**config.mk**
```make
export PLATFORM = sky130hd
export DESIGN_NAME = touch_i2c_front
export DESIGN_NICKNAME = d
export VERILOG_FILES = /design/src/hdl/i2c_front_pkg.sv /design/src/hdl/line_events_if.sv /design/src/hdl/line_sampler.sv /design/src/hdl/touch_i2c_front.sv
export SDC_FILE = /design/constraint.sdc
export NUM_CORES = 1
export LEC_CHECK = 0
export BUFFER_PORTS_ARGS = -buffer_cell sky130_fd_sc_hd__buf_2
export CAP_MARGIN = 10
export CORE_ASPECT_RATIO = 1.2
export CORE_MARGIN = 2
export CORE_UTILIZATION = 60
export DETAILED_ROUTE_END_ITERATION = 8
export PLACE_DENSITY = 0.82
export SKIP_CTS_REPAIR_TIMING = 1
export SLEW_MARGIN = 20
export SYNTH_ARGS = -nofsm -noshare
export SYNTH_HDL_FRONTEND = slang
export SYNTH_SLANG_ARGS = --single-unit
export TNS_END_PERCENT = 1
```
**constraint.sdc**
```tcl
create_clock -name clk_i -period 3.95 [get_ports clk_i]
set_input_delay 0.395 -clock clk_i [delete_from_list [all_inputs] [get_ports clk_i]]
set_output_delay 0.395 -clock clk_i [all_outputs]
set_load 0.1 [all_outputs]
```
**src/hdl/i2c_front_pkg.sv**
```systemverilog
package i2c_front_pkg;
  // ==========================================
  // Address and byte layout
  localparam logic [5:0] ADDR_FIXED_BITS = 6'h20;
  localparam int BYTE_BITS = 8;
  localparam int DIR_BIT_POS = 0;
  localparam int ADDR_LOW_BIT_POS = 1;
  localparam int KIND_BIT_POS = 7;
  localparam logic [2:0] BIT_CNT_LAST = 3'h7;
  localparam logic [2:0] BIT_CNT_RESET = 3'h0;
  localparam logic [7:0] BYTE_RESET = 8'h00;
  localparam logic [1:0] SYNC_RESET = 2'h3;
  localparam logic [1:0] STRAP_SYNC_RESET = 2'h0;

  typedef enum logic [2:0] {
    ST_IDLE = 3'b000,
    ST_ADDR = 3'b001,
    ST_ADDR_ACK = 3'b010,
    ST_CMD = 3'b011,
    ST_CMD_ACK = 3'b100,
    ST_IGNORE = 3'b101
  } front_state_type;
endpackage : i2c_front_pkg

```
**src/hdl/line_events_if.sv**
```systemverilog
`timescale 1ns/100ps
interface line_events_if;
  logic scl_rise;
  logic scl_fall;
  logic start_seen;
  logic stop_seen;
  logic sda_level;
  modport producer (output scl_rise, output scl_fall, output start_seen,
                    output stop_seen, output sda_level);
  modport consumer (input scl_rise, input scl_fall, input start_seen,
                    input stop_seen, input sda_level);
endinterface : line_events_if

```
**src/hdl/line_sampler.sv**
```systemverilog
`timescale 1ns/100ps
module line_sampler (
  input wire logic clk_i,
  input wire logic rst_n_i,
  input wire logic scl_i,
  input wire logic sda_i,
  line_events_if.producer ev
);
  import i2c_front_pkg::*;

  // ==========================================
  // Two-stage synchronisers plus one history stage
  logic [1:0] scl_sync_q, scl_sync_d;
  logic [1:0] sda_sync_q, sda_sync_d;
  logic scl_prev_q, scl_prev_d;
  logic sda_prev_q, sda_prev_d;

  always_comb begin
    scl_sync_d = {scl_sync_q[0], scl_i};
    sda_sync_d = {sda_sync_q[0], sda_i};
    scl_prev_d = scl_sync_q[1];
    sda_prev_d = sda_sync_q[1];
  end

  always_ff @(posedge clk_i) begin
    if (!rst_n_i) begin
      scl_sync_q <= SYNC_RESET;
      sda_sync_q <= SYNC_RESET;
      scl_prev_q <= 1'b1;
      sda_prev_q <= 1'b1;
    end else begin
      scl_sync_q <= scl_sync_d;
      sda_sync_q <= sda_sync_d;
      scl_prev_q <= scl_prev_d;
      sda_prev_q <= sda_prev_d;
    end
  end

  // Only the second stage and its history feed the detectors
  assign ev.scl_rise = scl_sync_q[1] & ~scl_prev_q;
  assign ev.scl_fall = ~scl_sync_q[1] & scl_prev_q;
  assign ev.start_seen = scl_sync_q[1] & scl_prev_q & sda_prev_q & ~sda_sync_q[1];
  assign ev.stop_seen = scl_sync_q[1] & scl_prev_q & ~sda_prev_q & sda_sync_q[1];
  assign ev.sda_level = sda_sync_q[1];
endmodule : line_sampler

```
**src/hdl/touch_i2c_front.sv**
```systemverilog
// How it works
// - Address is 100000 plus strap bit.
// - Strap low answers 40h, high 41h.
// - First byte: seven address bits, then direction.
// - Direction bit one reads, zero writes.
// - Matching address gets an acknowledge.
// - Stop ends transaction, wait for start.
// - Command bit seven: conversion or register.
`timescale 1ns/100ps
module touch_i2c_front (
  input wire logic clk_i,
  input wire logic rst_n_i,
  input wire logic scl_i,
  input wire logic sda_i,
  output logic sda_o,
  output logic sda_oe_n_o,
  input wire logic addr_strap_pin,
  output logic busy_o,
  output logic read_dir_o,
  output logic [7:0] cmd_byte_o,
  output logic command_kind_bit,
  output logic cmd_valid_o,
  output logic txn_end_o
);
  import i2c_front_pkg::*;

  line_events_if ev ();

  line_sampler u_sampler (
    .clk_i(clk_i),
    .rst_n_i(rst_n_i),
    .scl_i(scl_i),
    .sda_i(sda_i),
    .ev(ev)
  );

  // Strap passes two flops like any pin
  logic [1:0] strap_sync_q, strap_sync_d;
  logic addr_low_bit;

  // ==========================================
  // Matching decode
  function automatic logic addr_match(input logic [7:0] b, input logic low_bit);
    addr_match = (b[7:2] == ADDR_FIXED_BITS) && (b[ADDR_LOW_BIT_POS] == low_bit);
  endfunction : addr_match

  front_state_type state_q, state_d;
  logic [7:0] shift_q, shift_d;
  logic [2:0] bit_cnt_q, bit_cnt_d;
  logic ack_drive_q, ack_drive_d;
  logic read_dir_q, read_dir_d;
  logic [7:0] cmd_q, cmd_d;
  logic cmd_valid_q, cmd_valid_d;
  logic txn_end_q, txn_end_d;
  logic [7:0] next_byte;

  assign addr_low_bit = strap_sync_q[1];
  assign next_byte = {shift_q[6:0], ev.sda_level};

  // ==========================================
  // Strap synchroniser
  always_comb begin
    strap_sync_d = {strap_sync_q[0], addr_strap_pin};
  end

  always_ff @(posedge clk_i) begin
    if (!rst_n_i) begin
      strap_sync_q <= STRAP_SYNC_RESET;
    end else begin
      strap_sync_q <= strap_sync_d;
    end
  end

  // ==========================================
  // Transaction sequencer
  always_comb begin
    state_d = state_q;
    shift_d = shift_q;
    bit_cnt_d = bit_cnt_q;
    ack_drive_d = ack_drive_q;
    read_dir_d = read_dir_q;
    cmd_d = cmd_q;
    cmd_valid_d = 1'b0;
    txn_end_d = 1'b0;
    if (ev.start_seen) begin
      // Repeated start restarts address reception
      state_d = ST_ADDR;
      bit_cnt_d = BIT_CNT_RESET;
      ack_drive_d = 1'b0;
    end else if (ev.stop_seen) begin
      if (state_q != ST_IDLE) begin
        txn_end_d = 1'b1;
      end
      state_d = ST_IDLE;
      ack_drive_d = 1'b0;
    end else begin
      case (state_q)
        ST_IDLE: begin
          ack_drive_d = 1'b0;
        end
        ST_ADDR: begin
          if (ev.scl_rise) begin
            shift_d = next_byte;
            bit_cnt_d = bit_cnt_q + 3'h1;
            if (bit_cnt_q == BIT_CNT_LAST) begin
              if (addr_match(next_byte, addr_low_bit)) begin
                read_dir_d = next_byte[DIR_BIT_POS];
                state_d = ST_ADDR_ACK;
              end else begin
                state_d = ST_IGNORE;
              end
            end
          end
        end
        ST_ADDR_ACK: begin
          // Pull data low from the falling edge after bit 8 to the next fall
          if (ev.scl_fall) begin
            if (!ack_drive_q) begin
              ack_drive_d = 1'b1;
            end else begin
              ack_drive_d = 1'b0;
              bit_cnt_d = BIT_CNT_RESET;
              // Read data phase belongs to the register logic; keep listening only
              state_d = read_dir_q ? ST_IGNORE : ST_CMD;
            end
          end
        end
        ST_CMD: begin
          if (ev.scl_rise) begin
            shift_d = next_byte;
            bit_cnt_d = bit_cnt_q + 3'h1;
            if (bit_cnt_q == BIT_CNT_LAST) begin
              cmd_d = next_byte;
              cmd_valid_d = 1'b1;
              state_d = ST_CMD_ACK;
            end
          end
        end
        ST_CMD_ACK: begin
          if (ev.scl_fall) begin
            if (!ack_drive_q) begin
              ack_drive_d = 1'b1;
            end else begin
              ack_drive_d = 1'b0;
              bit_cnt_d = BIT_CNT_RESET;
              // One command byte per transaction; later bytes go unanswered
              state_d = ST_IGNORE;
            end
          end
        end
        ST_IGNORE: begin
          ack_drive_d = 1'b0;
        end
        default: begin
          state_d = ST_IDLE;
          ack_drive_d = 1'b0;
        end
      endcase
    end
  end

  always_ff @(posedge clk_i) begin
    if (!rst_n_i) begin
      state_q <= ST_IDLE;
      shift_q <= BYTE_RESET;
      bit_cnt_q <= BIT_CNT_RESET;
      ack_drive_q <= 1'b0;
      read_dir_q <= 1'b0;
      cmd_q <= BYTE_RESET;
      cmd_valid_q <= 1'b0;
      txn_end_q <= 1'b0;
    end else begin
      state_q <= state_d;
      shift_q <= shift_d;
      bit_cnt_q <= bit_cnt_d;
      ack_drive_q <= ack_drive_d;
      read_dir_q <= read_dir_d;
      cmd_q <= cmd_d;
      cmd_valid_q <= cmd_valid_d;
      txn_end_q <= txn_end_d;
    end
  end

  // ==========================================
  // Outputs; open drain, enable low while pulling
  assign sda_o = 1'b0;
  assign sda_oe_n_o = ~ack_drive_q;
  assign busy_o = (state_q != ST_IDLE);
  assign read_dir_o = read_dir_q;
  assign cmd_byte_o = cmd_q;
  assign command_kind_bit = cmd_q[KIND_BIT_POS];
  assign cmd_valid_o = cmd_valid_q;
  assign txn_end_o = txn_end_q;
endmodule : touch_i2c_front

```
Yosys cells after proc, flatten, opt, wreduce, memory -nomap -nowiden

Index checks and enable logic that the tools add are counted.

Add/sub/neg operators: 1
Eq/ne operators: 28
Mux-type cells: 22
Bitwise operators: 19
Reduce and logical (&&, ||, !) cells: 18

Operators by type and width:

| operator            | count |
|---|---|
| $mux 3              | 13 |
| $ne 4x4->1 const B  | 8 |
| $reduce_and 9->1    | 2 |
| $ne 2x2->1 const B  | 8 |
| $pmux 3 s5          | 1 |
| $not 1->1           | 12 |
| $reduce_and 5->1    | 2 |
| $eq 3x3->1 const B  | 3 |
| $reduce_or 2->1     | 4 |
| $and 1x1->1         | 7 |
| $eq 3x2->1 const B  | 2 |
| $eq 6x6->1 const B  | 1 |
| $mux 1              | 6 |
| $ne 2x1->1 const B  | 3 |
| $pmux 3 s2          | 1 |
| $reduce_and 6->1    | 1 |
| $reduce_or 3->1     | 2 |
| $reduce_or 5->1     | 1 |
| $reduce_and 4->1    | 1 |
| $add 3x1->3 const B | 1 |
| $eq 3x1->1 const B  | 1 |
| $logic_not 3->1     | 1 |
| $ne 3x1->1 const B  | 1 |
| $reduce_bool 3->1   | 1 |
| 5 further kinds     | 5 |

Bits in registers: 33
Output and inout bits: 15
Logic and storage cells: 102

Logic depth before layout (Yosys ltp)

Word-level depth: 8
Gate-level depth with buffers: 7
Gate-level depth less buffers: 6

By module

A second synthesis with hierarchy kept.

Cell total of the unflattened synthesis: 155
Area, all modules: 1477.7 µm²

By module, submodules not included:

| module          | times used | cells each | area each (µm²) |
|---|---|---|---|
| touch_i2c_front | 1          | 139        | 1287.5 |
| line_sampler    | 1          | 16         | 190.2 |

Worst setup path before layout

Ideal clock, no wire load.

Path type: reg2out
Start point: register cmd_q[7] (netlist: cmd_byte_o[7])
End point: output port cmd_byte_o[7]
Arrival: 1.373 ns
Data required time: 3.555 ns
Setup slack: 2.182 ns
Stages on the path, launching flop included: 2
Buffers on the path: 1
Cell sequence: dfxtp_1 buf_4

RTL lines:

| element                | line                   | source |
|---|---|---|
| from (decl)            | touch_i2c_front.sv:52  | `logic [7:0] cmd_q, cmd_d;` |
| from (signal assigned) | touch_i2c_front.sv:178 | `cmd_q <= cmd_d;` |
| to (decl)              | touch_i2c_front.sv:20  | `output logic [7:0] cmd_byte_o,` |

No word-level cell between the ends.

Worst setup path after layout

Start point: register state_q[0]
End point: register cmd_q[5] (netlist: cmd_byte_o[5])

Longest elaborated chain between the ends: 2

RTL lines:

| element                           | line                   | source |
|---|---|---|
| from (decl)                       | touch_i2c_front.sv:47  | `front_state_type state_q, state_d;` |
| from (signal assigned)            | touch_i2c_front.sv:173 | `state_q <= state_d;` |
| $eq 3x2->1                        | touch_i2c_front.sv:97  | `case (state_q)` |
| $reduce_and 5->1 (no source line) | n/a                    |  |

No other way between the ends.
A chain may end at the register's enable or synchronous reset.

==> impl_results.html <==
<table>
<tr><th>Metric</th><th>Value</th></tr>
<tr><th colspan="2">Finish</th></tr>
<tr><td>Fraction of layout instances using a drive strength above 1</td><td>between 15 and 20%</td></tr>
<tr><td>Post-layout nets</td><td>179</td></tr>
<tr><td>Growth of design area from synthesis to finish</td><td>9.083%</td></tr>
<tr><td>Filler cell count in the final layout</td><td>a little over 200</td></tr>
<tr><td>Final cell count without fillers</td><td>204</td></tr>
<tr><td>Number of inserted diodes</td><td>0</td></tr>
<tr><th colspan="2">Job</th></tr>
<tr><td>Max-capacitance violation count</td><td>0</td></tr>
<tr><th colspan="2">Floorplan</th></tr>
<tr><td>Chip Height</td><td>58.55 µm</td></tr>
<tr><td>Overall die area</td><td>around 0.0029 mm²</td></tr>
<tr><td>Effective utilization at floorplan</td><td>around 64%</td></tr>
<tr><td>Floorplan row count</td><td>19</td></tr>
<tr><td>Core region area</td><td>0.002330 mm²</td></tr>
<tr><td>Die boundary width</td><td>~50 µm</td></tr>
<tr><td>IO Pins</td><td>20</td></tr>
<tr><th colspan="2">Yosys</th></tr>
<tr><td>Post-Syn Area per Cell</td><td>9.476 µm²</td></tr>
<tr><td>Most area-hungry cell type in the Yosys netlist</td><td>dfxtp_1</td></tr>
<tr><td>Synthesis Warnings</td><td>0</td></tr>
<tr><td>Yosys top cell area share</td><td>~44%</td></tr>
<tr><td>Post-synth cell types</td><td>42</td></tr>
<tr><td>Mapped Cells</td><td>about 160</td></tr>
<tr><td>Top cells by area, synth</td><td>dfxtp_1 (44%), mux2i_1 (11%), nor2_1 (4.8%)</td></tr>
<tr><td>Cell Area, Synth</td><td>0.001488 mm²</td></tr>
<tr><td>Register area share after synthesis</td><td>between 40 and 50%</td></tr>
<tr><td>#FFs+latches synth</td><td>33</td></tr>
<tr><td>Total nets after synthesis</td><td>approximately 160</td></tr>
<tr><th colspan="2">Clocking</th></tr>
<tr><td>Clock tree from TritonCTS</td><td>built</td></tr>
<tr><td>Clock insertion delay at the later pin of the skew report</td><td>~330 ps</td></tr>
<tr><td>Clock root buffer</td><td>clkbuf_4</td></tr>
<tr><td>Number of H-tree levels</td><td>2</td></tr>
<tr><td>Clock transition at the register clock pins on the worst setup and hold paths after CTS</td><td>about 100 ps</td></tr>
<tr><td>Longest Clk Path Bufs</td><td>2</td></tr>
<tr><td>Clk sink count</td><td>33</td></tr>
<tr><td>TritonCTS Buffers</td><td>5</td></tr>
<tr><th colspan="2">Timing</th></tr>
<tr><td>Clock Skew</td><td>~8.8 ps</td></tr>
<tr><td>Achievable frequency</td><td>487.8 MHz</td></tr>
<tr><td>Worst Tran Pin Value</td><td>roughly 540 ps</td></tr>
<tr><td>Crit share post-route</td><td>between 50% and 60%</td></tr>
<tr><td>Total setup violations reported at the end of the flow</td><td>0</td></tr>
<tr><td>Max-slew violations</td><td>0</td></tr>
<tr><td>Max transition margin</td><td>a little under two thirds</td></tr>
<tr><td>Minimum period implied by the final worst setup slack</td><td>about 2000 ps</td></tr>
<tr><td>Final total negative setup slack</td><td>0 ps</td></tr>
<tr><td>RSZ-0062 raised after global routing</td><td>false</td></tr>
<tr><td>Endpoints failing hold</td><td>0</td></tr>
<tr><th colspan="2">Global route</th></tr>
<tr><td>Grt ovf</td><td>0</td></tr>
<tr><td>Largest net degree at the start of global routing</td><td>19</td></tr>
<tr><td>Number of antenna violations at the first check in global routing</td><td>0</td></tr>
<tr><td>Global-route wire length before repair</td><td>approximately 4200 µm</td></tr>
<tr><td>Vias in the first global route</td><td>between 900 and 1000</td></tr>
<tr><td>GR Util All Layers</td><td>a little under 20%</td></tr>
<tr><th colspan="2">Routing</th></tr>
<tr><td>Number of nets with antenna violations after routing</td><td>0</td></tr>
<tr><td>DRC violation count after routing</td><td>0</td></tr>
<tr><td>Number of optimization iterations in the first detailed-route pass</td><td>5</td></tr>
<tr><td>Routed wire per std cell</td><td>between 10 and 15 µm</td></tr>
<tr><td>Wire length after detailed routing</td><td>2618 µm</td></tr>
<tr><td>Via density</td><td>5.623</td></tr>
<tr><td>Initial detailed-routing violation count</td><td>26</td></tr>
<tr><td>Number of vias after detailed routing</td><td>approximately 1100</td></tr>
<tr><th colspan="2">Power</th></tr>
<tr><td>Static leakage</td><td>slightly below 0.7 nW</td></tr>
<tr><td>Power density over the cells</td><td>~380 mW/mm²</td></tr>
<tr><td>Worst IR Drop VDD</td><td>between 0.3 and 0.4 mV</td></tr>
<tr><th colspan="2">Critical path</th></tr>
<tr><td>CP max FO</td><td>18</td></tr>
<tr><td>Setup crit end kind</td><td>register</td></tr>
<tr><td>Worst Setup Path Type</td><td>reg2reg</td></tr>
<tr><td>Worst Setup Start Kind</td><td>register</td></tr>
<tr><td>CP arrival</td><td>2270 ps</td></tr>
<tr><td>Required @ worst endpoint</td><td>roughly 4200 ps</td></tr>
<tr><th colspan="2">Outcome</th></tr>
<tr><td>Outcome</td><td>finished clean</td></tr>
<tr><th colspan="2">Placement</th></tr>
<tr><td>Placed cells</td><td>around 200</td></tr>
<tr><td>Number of buffers added on ports</td><td>18</td></tr>
<tr><td>Estimated wirelength of the detail-placed design</td><td>about 1900 µm</td></tr>
<tr><td>Final weighted congestion in routability-driven placement</td><td>0.9168</td></tr>
<tr><th colspan="2">Min path</th></tr>
<tr><td>Tightest Hold Check Type</td><td>in2reg</td></tr>
</table>
## cell usage after synthesis (all sizes together)
cell     number
buf           7
nand2b        8
a211oi        1
nand4         4
mux2i        16
a21boi        1
and4          1
nand3b        1
xor2          1
o22ai         1
nor4b         1
o21ai         8
and2          4
inv           4
o311ai        2
clkinv        1
o31ai         3
or2           1
nor3          2
nor3b         1
ha            2
nand4b        3
and3          2
clkbuf        3
nand4bb       1
nor2b         3
xnor2         2
and4bb        1
nor4          1
dfxtp        33
a21oi         9
nand3         4
conb          1
nor2         19
a31oi         1
nand2         4
## worst paths after layout
kind / cells after the start / start / slack, ps / end
hold reg to reg: 1 / u_sampler.scl_sync_q[0]$_SDFF_PN1_ / 420 / u_sampler.scl_sync_q[1]$_SDFF_PN1_
hold / removal: 2 / sda_i / 240 / u_sampler.sda_sync_q[0]$_SDFF_PN1_
setup / recovery: 4 / state_q[0]$_SDFFE_PN0P_ / 1900 / cmd_byte_o[5]$_SDFFE_PN0P_
setup reg to reg: 4 / state_q[0]$_SDFFE_PN0P_ / 1900 / cmd_byte_o[5]$_SDFFE_PN0P_
## per-layer routing
metal,global-route usage (%),up-vias,part of all wire (%)
li1,-,581,-
met1,22.85,526,48
met2,31.27,35,45
met3,8.376,5,5.8
met4,10.71,0,1.5
met5,0,-,0
## logic make-up (layout without fill, tap and decap cells)
logic type / Yosys count / after routing / share of synthesized area (%)
adder cells (fa/ha/maj): 2 / 2 / 1.682
AND/OR/NAND/NOR: 61 / 61 / 24.31
buffers and inverters: 15 / 31 / 6.559
multiplexers: 16 / 16 / 10.77
other: 1 / 1 / 0.2521
AO/OA/AOI/OAI: 26 / 26 / 10.26
XOR/XNOR: 3 / 3 / 1.767
flip-flops: 33 / 33 / 44.41
## sequential cells by signal, summed over array words and instances, names as in the netlist
| signal | flops |
|---|---|
| state_q | 3 |
| u_sampler.sda_sync_q | 2 |
| ack_drive_q | 1 |
| u_sampler.sda_prev_q | 1 |
| txn_end_o | 1 |
| read_dir_o | 1 |
| shift_q | 7 |
| strap_sync_q | 2 |
| cmd_valid_o | 1 |
| u_sampler.scl_sync_q | 2 |
| u_sampler.scl_prev_q | 1 |
| cmd_byte_o | 8 |
| bit_cnt_q | 3 |
## cell type report
cell class              instances  area [µm²]  share of cell area, %
well taps                      31       38.79                  2.390
flip-flops and latches         33       660.6                  40.71
repair buffers                 18       90.09                  5.551
clock inverters                 1       30.03                  1.850
clock buffers                   7       55.05                  3.392
multi-input cells             109       729.5                  44.95
inverters                       5       18.77                  1.157
## power by group
| part | total (W) | switching (W) | internal [W] | leakage (nW) |
|---|---|---|---|---|
| logic | 0.0000234 | 0.0000162 | 0.00000725 | 0.376 |
| clock network | 0.000261 | 0.000110 | 0.000151 | 0.0455 |
| registers | 0.000339 | 0.00000322 | 0.000336 | 0.267 |
| total | 0.000624 | 0.000129 | 0.000494 | 0.689 |
## layout by cell type (no fill, tap or decap), types with 4 or more instances in the layout
| master | n |
|---|---|
| nor2_1 | 19 |
| dfxtp_1 | 33 |
| clkbuf_4 | 5 |
| nand4_1 | 4 |
| and2_1 | 4 |
| a21oi_1 | 9 |
| mux2i_1 | 16 |
| nand2b_1 | 8 |
| buf_2 | 18 |
| nand2_1 | 4 |
| o21ai_0 | 5 |
## worst max-delay path, cell delays in order, from the launching register on
cell	delay, ps
dfxtp_1	670
and4bb_1	610
nand3_2	350
mux2i_1	250
nor2_1	60
## per-stage QoR
step / hold WS, ps / worst slack (ps) / instance area (µm²) / util (%) / total power [W]
final: 240.9 / 1900 / 1623 / 69.66 / 0.0006238
after global routing: 209.2 / 1735 / 1623 / 69.66 / 0.0006486
after CTS: 220.1 / 1903 / 1623 / 69.66 / 0.0006308
after detailed placement: 396.8 / 1909 / 1538 / 66.00 / 0.0003704
after global placement: 389.2 / 2001 / 1538 / 66.00 / 0.0003698
after floorplan: 386.3 / 2182 / 1488 / - / 0.0003661
(Power assumes the default switching activity.)
